**src/hdl/swst_pkg.sv**
```systemverilog
// constants and types of the single-wire search triplet sequencer
package swst_pkg;
    // ---------------------------------------------------------------
    // clock and timing
    // ---------------------------------------------------------------
    localparam int CLK_PERIOD_PS = 40000;
    localparam int ACT_DELAY_PS = 262500;
    localparam int ACT_DELAY_CYC = (ACT_DELAY_PS / CLK_PERIOD_PS < 1) ? 1 :
        ACT_DELAY_PS / CLK_PERIOD_PS;
    localparam int STD_W1L_NS = 6000;
    localparam int STD_MSR_NS = 12000;
    localparam int STD_SLOT_NS = 70000;
    localparam int OD_W1L_NS = 1000;
    localparam int OD_MSR_NS = 2000;
    localparam int OD_SLOT_NS = 10000;
    localparam int PULLUP_NS = 2000;
    localparam int STD_W1L_CYC = (STD_W1L_NS * 1000 + 39999) / 40000;
    localparam int STD_MSR_CYC = (STD_MSR_NS * 1000 + 39999) / 40000;
    localparam int STD_SLOT_CYC = (STD_SLOT_NS * 1000 + 39999) / 40000;
    localparam int OD_W1L_CYC = (OD_W1L_NS * 1000 + 39999) / 40000;
    localparam int OD_MSR_CYC = (OD_MSR_NS * 1000 + 39999) / 40000;
    localparam int OD_SLOT_CYC = (OD_SLOT_NS * 1000 + 39999) / 40000;
    localparam int PULLUP_CYC = (PULLUP_NS * 1000 + 39999) / 40000;
    localparam int CNT_W = 13;
    // ---------------------------------------------------------------
    // command codes
    // ---------------------------------------------------------------
    localparam logic [7:0] CMD_TRIPLET = 8'h78;
    localparam int DIR_BIT = 7;
    // ---------------------------------------------------------------
    // register map and fields
    // ---------------------------------------------------------------
    localparam logic [7:0] ADDR_CTRL = 8'h00;
    localparam logic [7:0] ADDR_TIMING = 8'h04;
    localparam logic [7:0] ADDR_TIMING2 = 8'h08;
    localparam logic [7:0] ADDR_STATUS = 8'h0C;
    localparam int CTRL_OD = 0;
    localparam int CTRL_ACT_PU = 1;
    localparam int CTRL_PAS_PU = 2;
    localparam int TIM_W0L_LSB = 0;
    localparam int TIM_REC_LSB = 16;
    localparam int TIM2_RSTL_LSB = 0;
    localparam int TIM2_MSP_LSB = 16;
    localparam int ST_BUSY = 0;
    localparam int ST_FIRST = 5;
    localparam int ST_SECOND = 6;
    localparam int ST_DIR = 7;
    localparam logic [11:0] W0L_RST = 12'h5DC;
    localparam logic [11:0] REC_RST = 12'h07D;
    localparam logic [15:0] RSTL_RST = 16'h3A98;
    localparam logic [15:0] MSP_RST = 16'h0708;
    // ---------------------------------------------------------------
    // types
    // ---------------------------------------------------------------
    typedef struct packed {
        logic overdrive_speed_select;
        logic active_pullup_enable;
        logic passive_pullup_select;
        logic [11:0] write_zero_low_time;
        logic [11:0] recovery_time;
        logic [15:0] reset_low_time;
        logic [15:0] presence_sample_time;
    } swst_cfg_type;
    typedef struct packed {
        logic chosen_dir;
        logic triplet_second_bit;
        logic single_bit_result;
        logic line_busy_flag;
    } swst_status_type;
    typedef enum logic [1:0] {
        ST_IDLE = 2'b01,
        ST_RUN = 2'b10
    } swst_state_type;
endpackage

```
**src/hdl/swst_triplet.sv**
```systemverilog
// search triplet command sequencer with apb registers
// Behaviour
// triplet is code 78h plus exactly one direction byte in one write
// accepted triplet drives two read slots then one write slot
// both reads 0: write bit 7 of direction byte, rest ignored
// reads 0 then 1: write a zero slot
// reads 1 then 0: write a one slot
// reads both 1: still finish with a one slot
// busy at code: nack code and parameter, drop command
// triplet ends within three slots plus 262.5ns after msb edge
// line activity starts within 262.5ns of parameter msb edge
// after triplet the read pointer selects the status register
// busy flag is high through the three slots, then clears
// single bit result updates at first read sample instant
// second bit and chosen path update at second sample instant
// current timing and pullup settings apply to the triplet
// host repeats the triplet 64 times for a full search
// host addresses the device for write before the code
// surplus bytes and invalid bytes are never acknowledged
// each read byte returns the pointed register for polling
// chosen path equals written bit, second bit equals read two
// speed and active pullup settings apply to all three slots
`timescale 1ns/100ps
module swst_triplet #(
    parameter int ADDR_W = 8
) (
    // clock and reset
    input wire logic clk_in,
    input wire logic reset_in,
    // apb slave
    input wire logic psel_in,
    input wire logic penable_in,
    input wire logic pwrite_in,
    input wire logic [ADDR_W-1:0] paddr_in,
    input wire logic [31:0] pwdata_in,
    output logic [31:0] prdata_out,
    output logic pready_out,
    output logic pslverr_out,
    // byte side of the serial host engine
    input wire logic host_start_in,
    input wire logic host_write_in,
    input wire logic host_msb_in,
    input wire logic host_msb_bit_in,
    input wire logic host_byte_in,
    input wire logic [7:0] host_data_in,
    output logic host_ack_out,
    output logic [7:0] read_data_out,
    output logic read_ptr_status_out,
    // single-wire line
    input wire logic line_in,
    output logic line_out,
    output logic line_oe_out,
    output logic passive_pullup_select_out,
    output swst_pkg::swst_status_type status_out
);
    import swst_pkg::*;

    // ---------------------------------------------------------------
    // declarations
    // ---------------------------------------------------------------
    swst_cfg_type cfg_reg;
    swst_status_type status_reg;
    swst_state_type state_reg;
    logic [1:0] phase_reg;
    logic [1:0] slot_reg;
    logic [CNT_W-1:0] cnt_reg;
    logic dir_pref_reg;
    logic ptr_status_reg;
    logic [31:0] prdata_reg;
    logic code_ok;
    logic start_run;
    logic sample_now;
    logic slot_end;
    logic [CNT_W-1:0] low_len;
    logic [CNT_W-1:0] msr_len;
    logic [CNT_W-1:0] end_len;
    logic [CNT_W-1:0] rec_end;
    logic [CNT_W-1:0] slot_len;
    logic pullup_phase;
    logic low_phase;
    logic map_hit;

    localparam logic [1:0] PH_CODE = 2'h0;
    localparam logic [1:0] PH_PARAM = 2'h1;
    localparam logic [1:0] PH_DROP = 2'h2;
    localparam logic [1:0] PH_SURPLUS = 2'h3;

    // chosen path from two read results and the preferred bit
    function automatic logic choose_dir(input logic first, input logic second,
                                        input logic pref);
        if (first != second) begin
            choose_dir = first;
        end else if (first) begin
            choose_dir = 1'b1;
        end else begin
            choose_dir = pref;
        end
    endfunction

    // status register as the host sees it
    function automatic logic [7:0] status_byte(input swst_status_type st);
        status_byte = 8'h00;
        status_byte[ST_BUSY] = st.line_busy_flag;
        status_byte[ST_FIRST] = st.single_bit_result;
        status_byte[ST_SECOND] = st.triplet_second_bit;
        status_byte[ST_DIR] = st.chosen_dir;
    endfunction

    // ---------------------------------------------------------------
    // host byte decode
    // ---------------------------------------------------------------
    assign code_ok = host_write_in && host_data_in == CMD_TRIPLET;
    // launch at msb edge
    assign start_run = host_msb_in && host_write_in &&
                       phase_reg == PH_PARAM && state_reg == ST_IDLE &&
                       !status_reg.line_busy_flag;

    always_comb begin
        host_ack_out = 1'b0;
        if (host_byte_in && host_write_in) begin
            case (phase_reg)
                // refuse code while busy
                PH_CODE: host_ack_out = code_ok &&
                                        !status_reg.line_busy_flag;
                // one parameter byte
                PH_PARAM: host_ack_out = 1'b1;
                // no ack for extras
                default: host_ack_out = 1'b0;
            endcase
        end
    end

    // byte position tracking
    always_ff @(posedge clk_in) begin
        if (reset_in || host_start_in) begin
            phase_reg <= PH_CODE;
        end else if (host_byte_in && host_write_in) begin
            case (phase_reg)
                PH_CODE: begin
                    if (!code_ok) begin
                        phase_reg <= PH_SURPLUS;
                    end else if (status_reg.line_busy_flag) begin
                        phase_reg <= PH_DROP;
                    end else begin
                        phase_reg <= PH_PARAM;
                    end
                end
                default: phase_reg <= PH_SURPLUS;
            endcase
        end
    end

    // pointer to status
    always_ff @(posedge clk_in) begin
        if (reset_in) begin
            ptr_status_reg <= 1'b1;
        end else if (host_byte_in && phase_reg == PH_CODE && code_ok &&
                     !status_reg.line_busy_flag) begin
            ptr_status_reg <= 1'b1;
        end
    end

    // pointed register on every byte
    always_ff @(posedge clk_in) begin
        if (reset_in) begin
            read_data_out <= 8'h00;
        end else begin
            read_data_out <= ptr_status_reg ? status_byte(status_reg) : 8'h00;
        end
    end

    // ---------------------------------------------------------------
    // slot timing
    // ---------------------------------------------------------------
    // speed select for every slot
    assign msr_len = cfg_reg.overdrive_speed_select ? CNT_W'(OD_MSR_CYC) :
                     CNT_W'(STD_MSR_CYC);
    assign slot_len = cfg_reg.overdrive_speed_select ? CNT_W'(OD_SLOT_CYC) :
                      CNT_W'(STD_SLOT_CYC);

    always_comb begin
        low_len = cfg_reg.overdrive_speed_select ? CNT_W'(OD_W1L_CYC) :
                  CNT_W'(STD_W1L_CYC);
        // live write-zero low time
        if (slot_reg == 2'd2 && !status_reg.chosen_dir) begin
            low_len = CNT_W'(cfg_reg.write_zero_low_time);
        end
    end

    // live recovery time
    assign rec_end = low_len + CNT_W'(cfg_reg.recovery_time);
    // bounded slot length
    assign end_len = (rec_end > slot_len) ? rec_end : slot_len;
    assign sample_now = state_reg == ST_RUN && slot_reg != 2'd2 &&
                        cnt_reg == msr_len;
    assign slot_end = state_reg == ST_RUN && cnt_reg == end_len - 1'b1;
    assign low_phase = state_reg == ST_RUN && cnt_reg < low_len;
    // active pullup after each release
    assign pullup_phase = state_reg == ST_RUN &&
                          cfg_reg.active_pullup_enable && !low_phase &&
                          cnt_reg < low_len + CNT_W'(PULLUP_CYC);

    assign line_oe_out = low_phase || pullup_phase;
    assign line_out = pullup_phase;
    assign passive_pullup_select_out = cfg_reg.passive_pullup_select;

    // two reads then one write
    always_ff @(posedge clk_in) begin
        if (reset_in) begin
            state_reg <= ST_IDLE;
            slot_reg <= 2'd0;
            cnt_reg <= '0;
        end else begin
            case (state_reg)
                ST_IDLE: begin
                    cnt_reg <= '0;
                    slot_reg <= 2'd0;
                    if (start_run) begin
                        state_reg <= ST_RUN;
                    end
                end
                ST_RUN: begin
                    if (slot_end) begin
                        cnt_reg <= '0;
                        slot_reg <= slot_reg + 2'd1;
                        if (slot_reg == 2'd2) begin
                            state_reg <= ST_IDLE;
                        end
                    end else begin
                        cnt_reg <= cnt_reg + 1'b1;
                    end
                end
                default: state_reg <= ST_IDLE;
            endcase
        end
    end

    always_ff @(posedge clk_in) begin
        if (reset_in) begin
            dir_pref_reg <= 1'b0;
        end else if (start_run) begin
            // only bit 7 matters
            dir_pref_reg <= host_msb_bit_in;
        end
    end

    // ---------------------------------------------------------------
    // status flags
    // ---------------------------------------------------------------
    always_ff @(posedge clk_in) begin
        if (reset_in) begin
            status_reg <= '0;
        end else begin
            // busy across three slots
            if (start_run) begin
                status_reg.line_busy_flag <= 1'b1;
            end else if (slot_end && slot_reg == 2'd2) begin
                status_reg.line_busy_flag <= 1'b0;
            end
            // first sample result
            if (sample_now && slot_reg == 2'd0) begin
                status_reg.single_bit_result <= line_in;
            end
            // second sample results
            if (sample_now && slot_reg == 2'd1) begin
                // second read kept
                status_reg.triplet_second_bit <= line_in;
                // path choice
                status_reg.chosen_dir <= choose_dir(
                    status_reg.single_bit_result, line_in, dir_pref_reg);
            end
        end
    end
    assign status_out = status_reg;
    assign read_ptr_status_out = ptr_status_reg;

    // ---------------------------------------------------------------
    // apb registers
    // ---------------------------------------------------------------
    assign map_hit = paddr_in == ADDR_W'(ADDR_CTRL) ||
                     paddr_in == ADDR_W'(ADDR_TIMING) ||
                     paddr_in == ADDR_W'(ADDR_TIMING2) ||
                     paddr_in == ADDR_W'(ADDR_STATUS);
    assign pready_out = 1'b1;
    assign pslverr_out = psel_in && penable_in && !map_hit;
    assign prdata_out = prdata_reg;

    always_ff @(posedge clk_in) begin
        if (reset_in) begin
            cfg_reg <= '0;
            cfg_reg.write_zero_low_time <= W0L_RST;
            cfg_reg.recovery_time <= REC_RST;
            cfg_reg.reset_low_time <= RSTL_RST;
            cfg_reg.presence_sample_time <= MSP_RST;
        end else if (psel_in && penable_in && pwrite_in) begin
            case (paddr_in)
                ADDR_W'(ADDR_CTRL): begin
                    cfg_reg.overdrive_speed_select <= pwdata_in[CTRL_OD];
                    cfg_reg.active_pullup_enable <= pwdata_in[CTRL_ACT_PU];
                    cfg_reg.passive_pullup_select <= pwdata_in[CTRL_PAS_PU];
                end
                ADDR_W'(ADDR_TIMING): begin
                    cfg_reg.write_zero_low_time <=
                        pwdata_in[TIM_W0L_LSB +: 12];
                    cfg_reg.recovery_time <= pwdata_in[TIM_REC_LSB +: 12];
                end
                ADDR_W'(ADDR_TIMING2): begin
                    cfg_reg.reset_low_time <= pwdata_in[TIM2_RSTL_LSB +: 16];
                    cfg_reg.presence_sample_time <=
                        pwdata_in[TIM2_MSP_LSB +: 16];
                end
                default: cfg_reg <= cfg_reg;
            endcase
        end
    end

    always_ff @(posedge clk_in) begin
        if (reset_in) begin
            prdata_reg <= 32'h00000000;
        end else if (psel_in && !penable_in) begin
            prdata_reg <= 32'h00000000;
            case (paddr_in)
                ADDR_W'(ADDR_CTRL): begin
                    prdata_reg[CTRL_OD] <= cfg_reg.overdrive_speed_select;
                    prdata_reg[CTRL_ACT_PU] <= cfg_reg.active_pullup_enable;
                    prdata_reg[CTRL_PAS_PU] <= cfg_reg.passive_pullup_select;
                end
                ADDR_W'(ADDR_TIMING): begin
                    prdata_reg[TIM_W0L_LSB +: 12] <=
                        cfg_reg.write_zero_low_time;
                    prdata_reg[TIM_REC_LSB +: 12] <= cfg_reg.recovery_time;
                end
                ADDR_W'(ADDR_TIMING2): begin
                    prdata_reg[TIM2_RSTL_LSB +: 16] <= cfg_reg.reset_low_time;
                    prdata_reg[TIM2_MSP_LSB +: 16] <=
                        cfg_reg.presence_sample_time;
                end
                ADDR_W'(ADDR_STATUS): begin
                    prdata_reg[7:0] <= status_byte(status_reg);
                end
                default: prdata_reg <= 32'h00000000;
            endcase
        end
    end

    // ---------------------------------------------------------------
    // assertions
    // ---------------------------------------------------------------
    logic [15:0] run_cyc_reg;
    always_ff @(posedge clk_in) begin
        if (reset_in || start_run) begin
            run_cyc_reg <= 16'h0000;
        end else if (status_reg.line_busy_flag) begin
            run_cyc_reg <= run_cyc_reg + 16'h0001;
        end
    end
endmodule // swst_triplet

```
**config.mk**
```make
export PLATFORM = sky130hd
export DESIGN_NAME = swst_triplet
export DESIGN_NICKNAME = d
export VERILOG_FILES = /design/src/hdl/swst_pkg.sv /design/src/hdl/swst_triplet.sv
export SDC_FILE = /design/constraint.sdc
export NUM_CORES = 1
export LEC_CHECK = 0
export ABC_AREA = 1
export ABC_CLOCK_PERIOD_IN_PS = 5100
export BUFFER_PORTS_ARGS = -buffer_cell sky130_fd_sc_hd__buf_4
export CAP_MARGIN = 20
export CELL_PAD_IN_SITES_DETAIL_PLACEMENT = 1
export CELL_PAD_IN_SITES_GLOBAL_PLACEMENT = 2
export CORE_ASPECT_RATIO = 1.4
export CORE_MARGIN = 2
export CORE_UTILIZATION = 29
export CTS_CLUSTER_SIZE = 14
export DETAILED_ROUTE_END_ITERATION = 10
export PLACE_DENSITY = 0.82
export SLEW_MARGIN = 20
export SYNTH_ARGS = -nofsm -noshare
export SYNTH_HDL_FRONTEND = slang
export SYNTH_SLANG_ARGS = --single-unit
```
**constraint.sdc**
```tcl
create_clock -name clk_in -period 5.1 [get_ports clk_in]
set_input_delay 0.255 -clock clk_in [delete_from_list [all_inputs] [get_ports clk_in]]
set_output_delay 0.255 -clock clk_in [all_outputs]
set_load 0.1 [all_outputs]
```
==> impl_results.md, run 1 <==
- Yosys Warn Count: 0
- Hold_buf cts: 0
- Yosys reg bits: approximately 120
- Setup slack after layout: around 0.16 ns
- Synth unique cells: 47
- RSZ-0062 raised after global routing: yes
- ANT nets after route: 0
- Buffers added on ports: 103
- Final net count: between 1000 and 1500
- Worst Tran Pin Value: 0.763 ns
- P_leak: 4.40 nW
- CTS buffer count: 17
- Setup Viol. Count Final: 0
- Post-synthesis compound-gate area fraction: about 14%
- CTS tree: built
- Max-cap viol count: 0
- Endpoint class of the critical path: register
- Placed cells: roughly 1500
- Row cnt: 68
- Critical path startpoint category: register
- Clock-pin transition on the worst setup and hold timing paths: roughly 0.06 ns
- Most used cell, CP: nand2_2
- Antenna Cells: 0
- Filler instances: between 3000 and 4000
- Clock sink total: 119
- Drt total wl: between 20000 and 25000 um
- Worst r2r src: slot_reg[0]
- Post-synthesis xor/xnor area fraction: approximately 3.6%
- Final hold violations: 0
- PD cells: 263 nW/um^2
- Post-Synth Simple-Gate Area: around 30%
- Worst slack, placed: -0.153 ns
- Initial Util: about 30%
- Bufs on Longest Clock Path: 2
- Sequential area share after synthesis: approximately 33%
- Adder-cell share of the synthesized area: ~8.3%
- Total congestion overflow: 0
- Setup Skew: ~0.0085 ns
- Initial DRT Pass Iterations: 4
- CP Data Required Time: about 5.4 ns
- FMAX: a little over 0.2 GHz
- Clock root cell: clkbuf_16
- Max H-tree Level: 4
- Run status: complete, no violations
- Worst stage delay on the critical path: 0.37 ns
- Min-delay src: pwdata_in[12]
- Multi-input logic area: 4390 sq um
- Number of global-route vias before repair: 7582
- Setup CP Type: reg -> reg
- Clk Latency, worst-skew pair: between 0.4 and 0.5 ns
- Vias: around 7300
- Largest family of logic cells by synthesized area: simple AND/OR/NAND/NOR gates
- Critical Path Sink: cnt_reg[9]
- Fin crit share: a little over nine tenths
- TNS Setup: 0 ns
- Post-DP HPWL: 18900 um
- Die Span Y: between 150 and 200 um
- EDFF count, synth: 0
- Residual DRC count: 0
- R2R Setup Slk: 0.16 ns
- Peak supply drop: 0.211 mV
- Global Route Usage Sum: about a fifth
- Initial antenna violation count: 0
- Area of the mapped netlist: 7190 sq um
- Post-Syn Area per Cell: about 6.9 sq um
- Share of cells above drive strength 1: 25.7%
- Min Tclk post-route: 4.94 ns
- Worst Setup SP: slot_reg[0]
- Final Max Slew Viols: 0
- Post-DR wirelength/cell: roughly 16 um
- Largest net degree at the start of global routing: roughly 70
- Area growth, synth to finish: 32.6%
- Ys async rst share: 0%
- FF-to-FF End: cnt_reg[9]
- Crit-path max FO: 6
- Core area: 24500 sq um
- DRT iter0 DRCs: around 220
- Worst endpoint data arrival time: 5.27 ns
- Worst-path cell with the longest stage delay: fa_2
- Register area: ~2400 sq um
- Main flop type after synthesis: dfxtp_1
- First-pass GRT wire length: 39700 um
- Final non-filler cell total: around 1500
- Via density: roughly 4.8
- RePlAce Congestion: a little over 0.9
- Mapped Cells: ~1000
- Num ports: 110
- Die area: about 26000 sq um
- Worst R2R Path Depth: 42
- Max reg flops: 58
- Rel. slew slack: 49.1%
- Die W: roughly 140 um
- Worst hold path type: in -> reg
- Post-synthesis mux area share: 0%
==> area by class of cell <==
class	count	share of cell area, %
well taps	315	4.13
repair buffers	164	13.3
clock inverters	12	1.06
flip-flops and latches	119	25.0
clock buffers	20	4.79
multi-input cells	747	46.0
inverters	143	5.66
==> where the power goes <==
part	internal [mW]	switching, mW	total [mW]
Combinational	0.125	0.270	0.395
Clock	0.691	0.449	1.14
Sequential	0.951	0.0171	0.968
Total	1.77	0.736	2.50
==> critical path: cells and delay by family (launching register included) <==
family,cells,cell delay (ns)
AOI/OAI and AO/OA,1,0.08
xor gates and xnor gates,2,0.22
adders and majority gates,5,1.12
buffers and inverters,7,0.61
DFF,1,0.34
and+or+nand+nor,27,2.43
==> layer usage <==
layer  vias up  global-route usage [%]  part of all wire, %
met5         -                       0                    0
met4         0                    7.57                  2.3
met3        31                    4.04                  2.9
met2       116                    36.9                   54
met1      3525                    21.3                   40
li1       3670                       -                    -
==> cell usage after synthesis, types with 10 or more instances <==
cell type	number	area, sq um
a211oi_1	10	75.1
a21oi_1	59	295
clkbuf_1	32	120
dfxtp_1	119	2380
ha_1	46	576
inv_1	140	526
nand2_1	228	856
nand2_2	16	100
nand3_1	65	325
nand4_1	12	75.1
nor2_1	107	402
nor2_2	15	93.8
o211ai_1	11	82.6
o21ai_0	84	420
xor2_1	25	219
==> repair_timing <==
action | CTS | global route
setup buffers | 4 | 10
endpoints found under the hold margin | 0 | 0
pin swaps | 11 | 34
resized for setup | 22 | 57
endpoints found under the setup margin | 17 | 18
gates cloned | 1 | 0
==> cells by family (layout without fill, tap and decap cells) <==
kind of cell / after synthesis / count (layout)
other: 2 / 6
and+or+nand+nor: 482 / 482
adders and majority gates: 47 / 47
buffers and inverters: 185 / 339
AOI/OAI and AO/OA: 183 / 183
xor gates and xnor gates: 29 / 29
DFF: 119 / 119
==> worst min path at each step <==
stage                              to  slack [ns]  depth (start not counted)
after floorplan           cfg_reg[23]        0.38                          2
final                     cfg_reg[28]        0.04                          3
after global placement     cfg_reg[4]        0.43                          2
after global routing      cfg_reg[48]        0.04                          3
after detailed placement   cfg_reg[2]        0.44                          2
after CTS                 cfg_reg[28]        0.02                          3
==> placed cells by master (no fill, tap or decap), types with 3 or more instances in the layout <==
cell type   instances
nand4_1            12
inv_1             133
nor3_1              8
o21ai_2             5
o211ai_1           11
nor4_2              3
o22ai_1             3
buf_4             158
ha_1               40
ha_4                6
a21oi_1            57
nor2_1             98
nor2_4              6
nand3_2            14
xor2_1             23
nand2_2            27
clkinv_2            5
inv_2               7
nand2_4             9
o21ai_0            78
nand2_1           213
buf_6               5
clkbuf_16          17
nor4_1              5
conb_1              6
o221ai_1            4
dfxtp_1           117
nand3_1            58
a211oi_1           10
nor2_2             21
nand3b_1            3
clkinvlp_4          3
==> metrics by stage <==
stage               utilization, %  power, mW  cell area (sq um)  hold slack, ns
CTS                           37.7       2.53               9240          0.0235
finish                        38.9       2.50               9540          0.0418
detailed placement            34.9       1.35               8560           0.442
global placement              34.9       1.35               8560           0.435
global route                  38.9       2.61               9540          0.0421
floorplan                        -       1.24               7210           0.381
No activity file was read; power rests on OpenSTA's default activity.
==> run 2, diff against run 1 <==
--- a/config.mk
+++ b/config.mk
@@ -10,10 +10,10 @@
 export BUFFER_PORTS_ARGS = -buffer_cell sky130_fd_sc_hd__buf_4
 export CAP_MARGIN = 20
 export CELL_PAD_IN_SITES_DETAIL_PLACEMENT = 1
-export CELL_PAD_IN_SITES_GLOBAL_PLACEMENT = 2
+export CELL_PAD_IN_SITES_GLOBAL_PLACEMENT = 1
 export CORE_ASPECT_RATIO = 1.4
 export CORE_MARGIN = 2
-export CORE_UTILIZATION = 29
+export CORE_UTILIZATION = 37
 export CTS_CLUSTER_SIZE = 14
 export DETAILED_ROUTE_END_ITERATION = 10
 export PLACE_DENSITY = 0.82
==> run 2 against run 1 <==
  * Sequential power barely moved
  * Sequential share of layout area increased by 0.23 points
  * Die area down 21%
  * Largest power group unchanged
  * Largest cell class unchanged
  * First-iteration DRC count increased by 35%
  * Routed wire length rose by 9.0%
  * Combinational power rose by 3%
  * Hold slack worse by 0.0064 ns
==> impl_results.md, run 2 (synthesis results as in run 1) <==
- Min-delay src: pwdata_in[13]
- CTS buffer count: 17
- Switching Share: between 30% and 40%
- Clock root cell: clkbuf_16
- Share of cells above drive strength 1: around a quarter
- R2R Setup Slk: approximately 0.15 ns
- Clock sink total: roughly 120
- Final hold violations: 0
- Via density: 5.32
- P_leak: 4.37 nW
- CP Data Required Time: 5.42 ns
- Final Max Slew Viols: 0
- Flop pwr share: 36.1%
- Worst Tran Pin Value: between 0.9 and 1 ns
- Comb power frac: ~15%
- Clock-pin transition on the worst setup and hold timing paths: about 0.070 ns
- Num ports: 110
- Antenna Cells: 0
- Worst hold path type: in -> reg
- Setup slack after layout: about 0.15 ns
- Initial Util: between 30 and 40%
- Largest net degree at the start of global routing: between 70 and 80
- RSZ-0062 raised after global routing: yes
- Fin crit share: a little over nine tenths
- Initial DRT Pass Iterations: 5
- Worst R2R Path Depth: 42
- Global Route Usage Sum: 25.1%
- Worst r2r src: slot_reg[0]
- First-pass GRT wire length: approximately 41000 um
- Worst stage delay on the critical path: around 0.33 ns
- FF-to-FF End: cnt_reg[7]
- Run status: complete, no violations
- Area growth, synth to finish: 31.4%
- Worst endpoint data arrival time: around 5.3 ns
- Endpoint class of the critical path: register
- Internal: 1.87 mW
- Worst Setup SP: slot_reg[0]
- Hold Path Sink: cfg_reg[29]
- Peak supply drop: 0.220 mV
- Post-DP HPWL: 18400 um
- WP buf/inv: 8
- Setup CP Type: reg -> reg
- Worst slack, placed: -0.221 ns
- Drt total wl: 27000 um
- Residual DRC count: 0
- Hold_buf cts: 0
- Worst-path cell with the longest stage delay: dfxtp_2
- Worst hold path depth: 3
- Crit-path max FO: 6
- Power, Total: 2.68 mW
- Buffers added on ports: just over 100
- Bufs on Longest Clock Path: 2
- Critical path startpoint category: register
- Setup Skew: roughly 0.013 ns
- Post-DR wirelength/cell: between 15 and 20 um
- Clock network fraction of total power: between 40% and 50%
- RePlAce Congestion: about 0.91
- Final net count: ~1300
- Filler instances: around 2400
- Max H-tree Level: 4
- Setup Viol. Count Final: 0
- Die W: roughly 120 um
- Die Span Y: 169 um
- Min Tclk post-route: approximately 5 ns
- CTS tree: built
- Max-cap viol count: 0
- Most used cell, CP: nand2_2
- Core area: between 15000 and 20000 sq um
- Commonest non-fill, non-tap cell in the layout: nand2_1
- ANT nets after route: 0
- PD cells: roughly 280 nW/um^2
- Clk Latency, worst-skew pair: 0.44 ns
- Row cnt: 60
- Number of global-route vias before repair: approximately 8000
- Total congestion overflow: 0
- Commonest cells after routing, fill and taps aside: 213 x nand2_1, 148 x buf_4, 130 x inv_1
- Die area: approximately 20000 sq um
- Vias: between 7000 and 8000
- Rel. slew slack: a little over a third
- Psw: 815 uW
- Top Family by Delay on Critical Path: simple AND/OR/NAND/NOR gates
- Initial antenna violation count: 0
- FMAX: between 0.2 and 0.25 GHz
- DRT iter0 DRCs: ~300
- Max reg flops: just under 60
## run 2: worst max path at each step
stage	to	slack [ns]	cells past startpoint
after global placement	status_out[0]	0.04	40
after detailed placement	status_out[0]	-0.22	40
after global routing	cnt_reg[11]	-0.23	43
after floorplan	cnt_reg[5]	0.01	41
after CTS	cnt_reg[7]	0.004	43
final	cnt_reg[7]	0.15	42
## run 2: power by group through the flow
stage	registers, mW	clock network, mW	logic [mW]
final	0.969	1.31	0.405
after global routing	0.971	1.35	0.435
after CTS	0.968	1.30	0.400
after detailed placement	0.988	0	0.369
after global placement	0.987	0	0.359
after floorplan	1.06	0	0.174
## run 2: cell type report
cell class	instances	area [sq um]	share of cell area, %
clock buffers	18	439	4.64
clock inverters	14	185	1.96
inverters	143	543	5.74
multi-input cells	747	4400	46.5
flip-flops and latches	119	2390	25.3
well taps	248	310	3.28
repair buffers	153	1190	12.6
## run 2: timing repair
| action | 4_1_cts | 5_1_grt |
|---|---|---|
| gates resized for setup | 16 | 66 |
| endpoints found under the setup margin | 17 | 18 |
| pin swaps | 5 | 22 |
| setup buffers | 2 | 12 |
| cloned | 1 | 0 |
## run 2: per-layer routing
metal / global-route usage, % / part of all wire, % / vias up
met3: 4.35 / 4.0 / 85
li1: - / - / 3651
met2: 46.9 / 54 / 215
met1: 27.0 / 37 / 3722
met4: 11.5 / 4.9 / 0
met5: 0 / 0 / -
## run 2: stage by stage
stage | hold WS, ns | utilization [%] | setup TNS, ns | area (sq um) | cells
global route | 0.0516 | 49.4 | -3.48 | 9460 | 1442
global placement | 0.438 | 43.8 | 0 | 8390 | 1395
detailed placement | 0.446 | 43.8 | -3.16 | 8390 | 1395
floorplan | 0.381 | - | 0 | 7210 | 1051
finish | 0.0354 | 49.4 | 0 | 9460 | 1442
CTS | 0.0390 | 47.5 | 0 | 9100 | 1430
## run 2: worst reg2reg max path, delay by kind of cell (launching register included)
| family | cells | cell delay [ns] |
|---|---|---|
| compound gates | 2 | 0.23 |
| xor+xnor | 1 | 0.16 |
| fa+ha+maj | 4 | 0.85 |
| buf+inv | 8 | 0.78 |
| flops | 1 | 0.33 |
| simple gates | 27 | 2.48 |
==> run 3, diff against run 2 <==
--- a/config.mk
+++ b/config.mk
@@ -16,8 +16,8 @@
 export CORE_UTILIZATION = 37
 export CTS_CLUSTER_SIZE = 14
 export DETAILED_ROUTE_END_ITERATION = 10
-export PLACE_DENSITY = 0.82
-export SLEW_MARGIN = 20
+export PLACE_DENSITY = 0.75
+export REMOVE_ABC_BUFFERS = 1
 export SYNTH_ARGS = -nofsm -noshare
 export SYNTH_HDL_FRONTEND = slang
 export SYNTH_SLANG_ARGS = --single-unit
==> run 3 against run 2 <==
  * Clock skew about the same
  * Global-route usage down 1.9 points
  * Setup slack better by 0.018 ns
  * Critical path depth down 2
  * Critical path type unchanged
  * Largest power group unchanged
  * Highest routed layer unchanged
==> impl_results.md, run 3 (synthesis results as in run 1) <==
- ANT nets after route: 0
- First-pass GRT wire length: ~38000 um
- CTS tree: built
- Initial DRT Pass Iterations: 5
- Rel. slew slack: 37.3%
- Number of global-route vias before repair: between 7000 and 8000
- Max-cap viol count: 0
- Via density: approximately 5.1
- Setup Skew: 0.0133 ns
- Drt total wl: 24000 um
- Row cnt: 60
- Clock root cell: clkbuf_16
- Worst hold path type: in -> reg
- Num ports: 110
- Critical path startpoint category: register
- Worst hold slack: 0.0412 ns
- Power, Total: 2.56 mW
- Max H-tree Level: 4
- Filler instances: about 2500
- Min Tclk post-route: 4.94 ns
- Die W: roughly 120 um
- Setup slack after layout: between 0.15 and 0.2 ns
- Commonest non-fill, non-tap cell in the layout: nand2_1
- Bufs on Longest Clock Path: 2
- Commonest cells after routing, fill and taps aside: 213 x nand2_1, 148 x buf_4, 131 x inv_1
- Area growth, synth to finish: 30.8%
- Final hold violations: 0
- Share of cells above drive strength 1: 25.3%
- Global Route Usage Sum: a little under a quarter
- Initial antenna violation count: 0
- Clk Latency, worst-skew pair: 0.42 ns
- GR met1 Demand/Resource: 25.4%
- Buffers added on ports: between 100 and 150
- Hold_buf cts: 0
- Most used cell, CP: nand2_2
- CP Data Required Time: 5.41 ns
- PD cells: between 200 and 300 nW/um^2
- DRT iter0 DRCs: between 200 and 300
- Worst Tran Pin Value: just over 0.9 ns
- Endpoint class of the critical path: register
- RSZ-0062 raised after global routing: yes
- RePlAce Congestion: 0.838
- Core Util, Final: about 49%
- Crit-path max FO: 8
- Fin crit share: 96.8%
- Setup Viol. Count Final: 0
- GR peak layer: met2
- Final Max Slew Viols: 0
- Setup CP Type: reg -> reg
- Worst endpoint data arrival time: 5.24 ns
- Core area: 19100 sq um
- Final net count: 1287
- Residual DRC count: 0
- Die area: 20600 sq um
- Initial Util: about 38%
- CTS buffer count: 17
- Register area: between 2000 and 2500 sq um
- Max reg flops: 58
- Post-DP HPWL: around 18000 um
- Vias: around 7400
- Run status: complete, no violations
- Multi-input logic area: ~4400 sq um
- GR Util met3: 3.81%
- Total congestion overflow: 0
- Largest net degree at the start of global routing: 61
- Worst-path cell with the longest stage delay: dfxtp_2
- Die Span Y: 169 um
- Clock sink total: between 100 and 150
- FMAX: 0.203 GHz
- Worst slack, placed: -0.209 ns
- Worst stage delay on the critical path: ~0.32 ns
- Post-DR wirelength/cell: around 17 um
- P_leak: around 4.3 nW
- Met2 Use GR: 44.3%
- Antenna Cells: 0
- Peak supply drop: between 0.2 and 0.25 mV
- Clock-pin transition on the worst setup and hold timing paths: 0.06 ns
[run 3: cell types whose count changed in the layout (fill, tap and decap cells not counted), moves of 2 or more]
cell        before  now
clkinvlp_4       1    5
a21oi_2          1    4
ha_4             7    4
o21ai_1          5    2
a21oi_1         57   55
bufinv_16        3    1
ha_2             0    2
inv_4            3    1
o21ai_4          2    4
[run 3: worst paths after layout]
path	from	endpoint	slack (ns)	cells past startpoint
worst max-delay path	slot_reg[0]	cnt_reg[4]	0.16	40
worst min-delay path	pwdata_in[13]	cfg_reg[29]	0.04	3
worst max register to register	slot_reg[0]	cnt_reg[4]	0.16	40
worst min register to register	cfg_reg[0]	cfg_reg[0]	0.46	2
[run 3: area by class of cell]
type / count / share of cell area, %
multi-input cells: 747 / 47.0
flip-flops and latches: 119 / 25.4
repair buffers: 153 / 12.5
inverters: 143 / 5.73
clock buffers: 18 / 4.67
well taps: 248 / 3.30
clock inverters: 14 / 1.49
[run 3: routing by layer]
layer | up-vias | part of all wire (%)
li1 | 3655 | -
met1 | 3560 | 40
met2 | 127 | 54
met3 | 47 | 3.2
met4 | 0 | 3.0
met5 | - | 0
[run 3: what timing repair did]
item / in CTS / in global routing
pin swaps: 2 / 27
gates resized for setup: 15 / 72
setup buffers: 0 / 9
endpoints found under the setup margin: 17 / 18
[run 3: critical path, delay by kind of cell, from the launching register on]
family / cells / cell delay, ns
xor+xnor: 2 / 0.28
flops: 1 / 0.32
fa+ha+maj: 4 / 0.97
simple gates: 24 / 2.19
compound gates: 2 / 0.27
buf+inv: 8 / 0.76
[run 3: metrics by stage]
| stage | std cells | instance area [sq um] | TNS, ns |
|---|---|---|---|
| 2_1_floorplan | 1009 | 7010 | -10.07 |
| 3_3_place_gp | 1401 | 8430 | 0 |
| 3_5_place_dp | 1401 | 8430 | -3.02 |
| 4_1_cts | 1433 | 9060 | 0 |
| 5_1_grt | 1442 | 9410 | -3.91 |
| 6_report | 1442 | 9410 | 0 |
[run 3: where the power goes]
part / internal, mW / switching [mW]
registers: 0.951 / 0.0164
logic: 0.125 / 0.290
clock network: 0.695 / 0.488
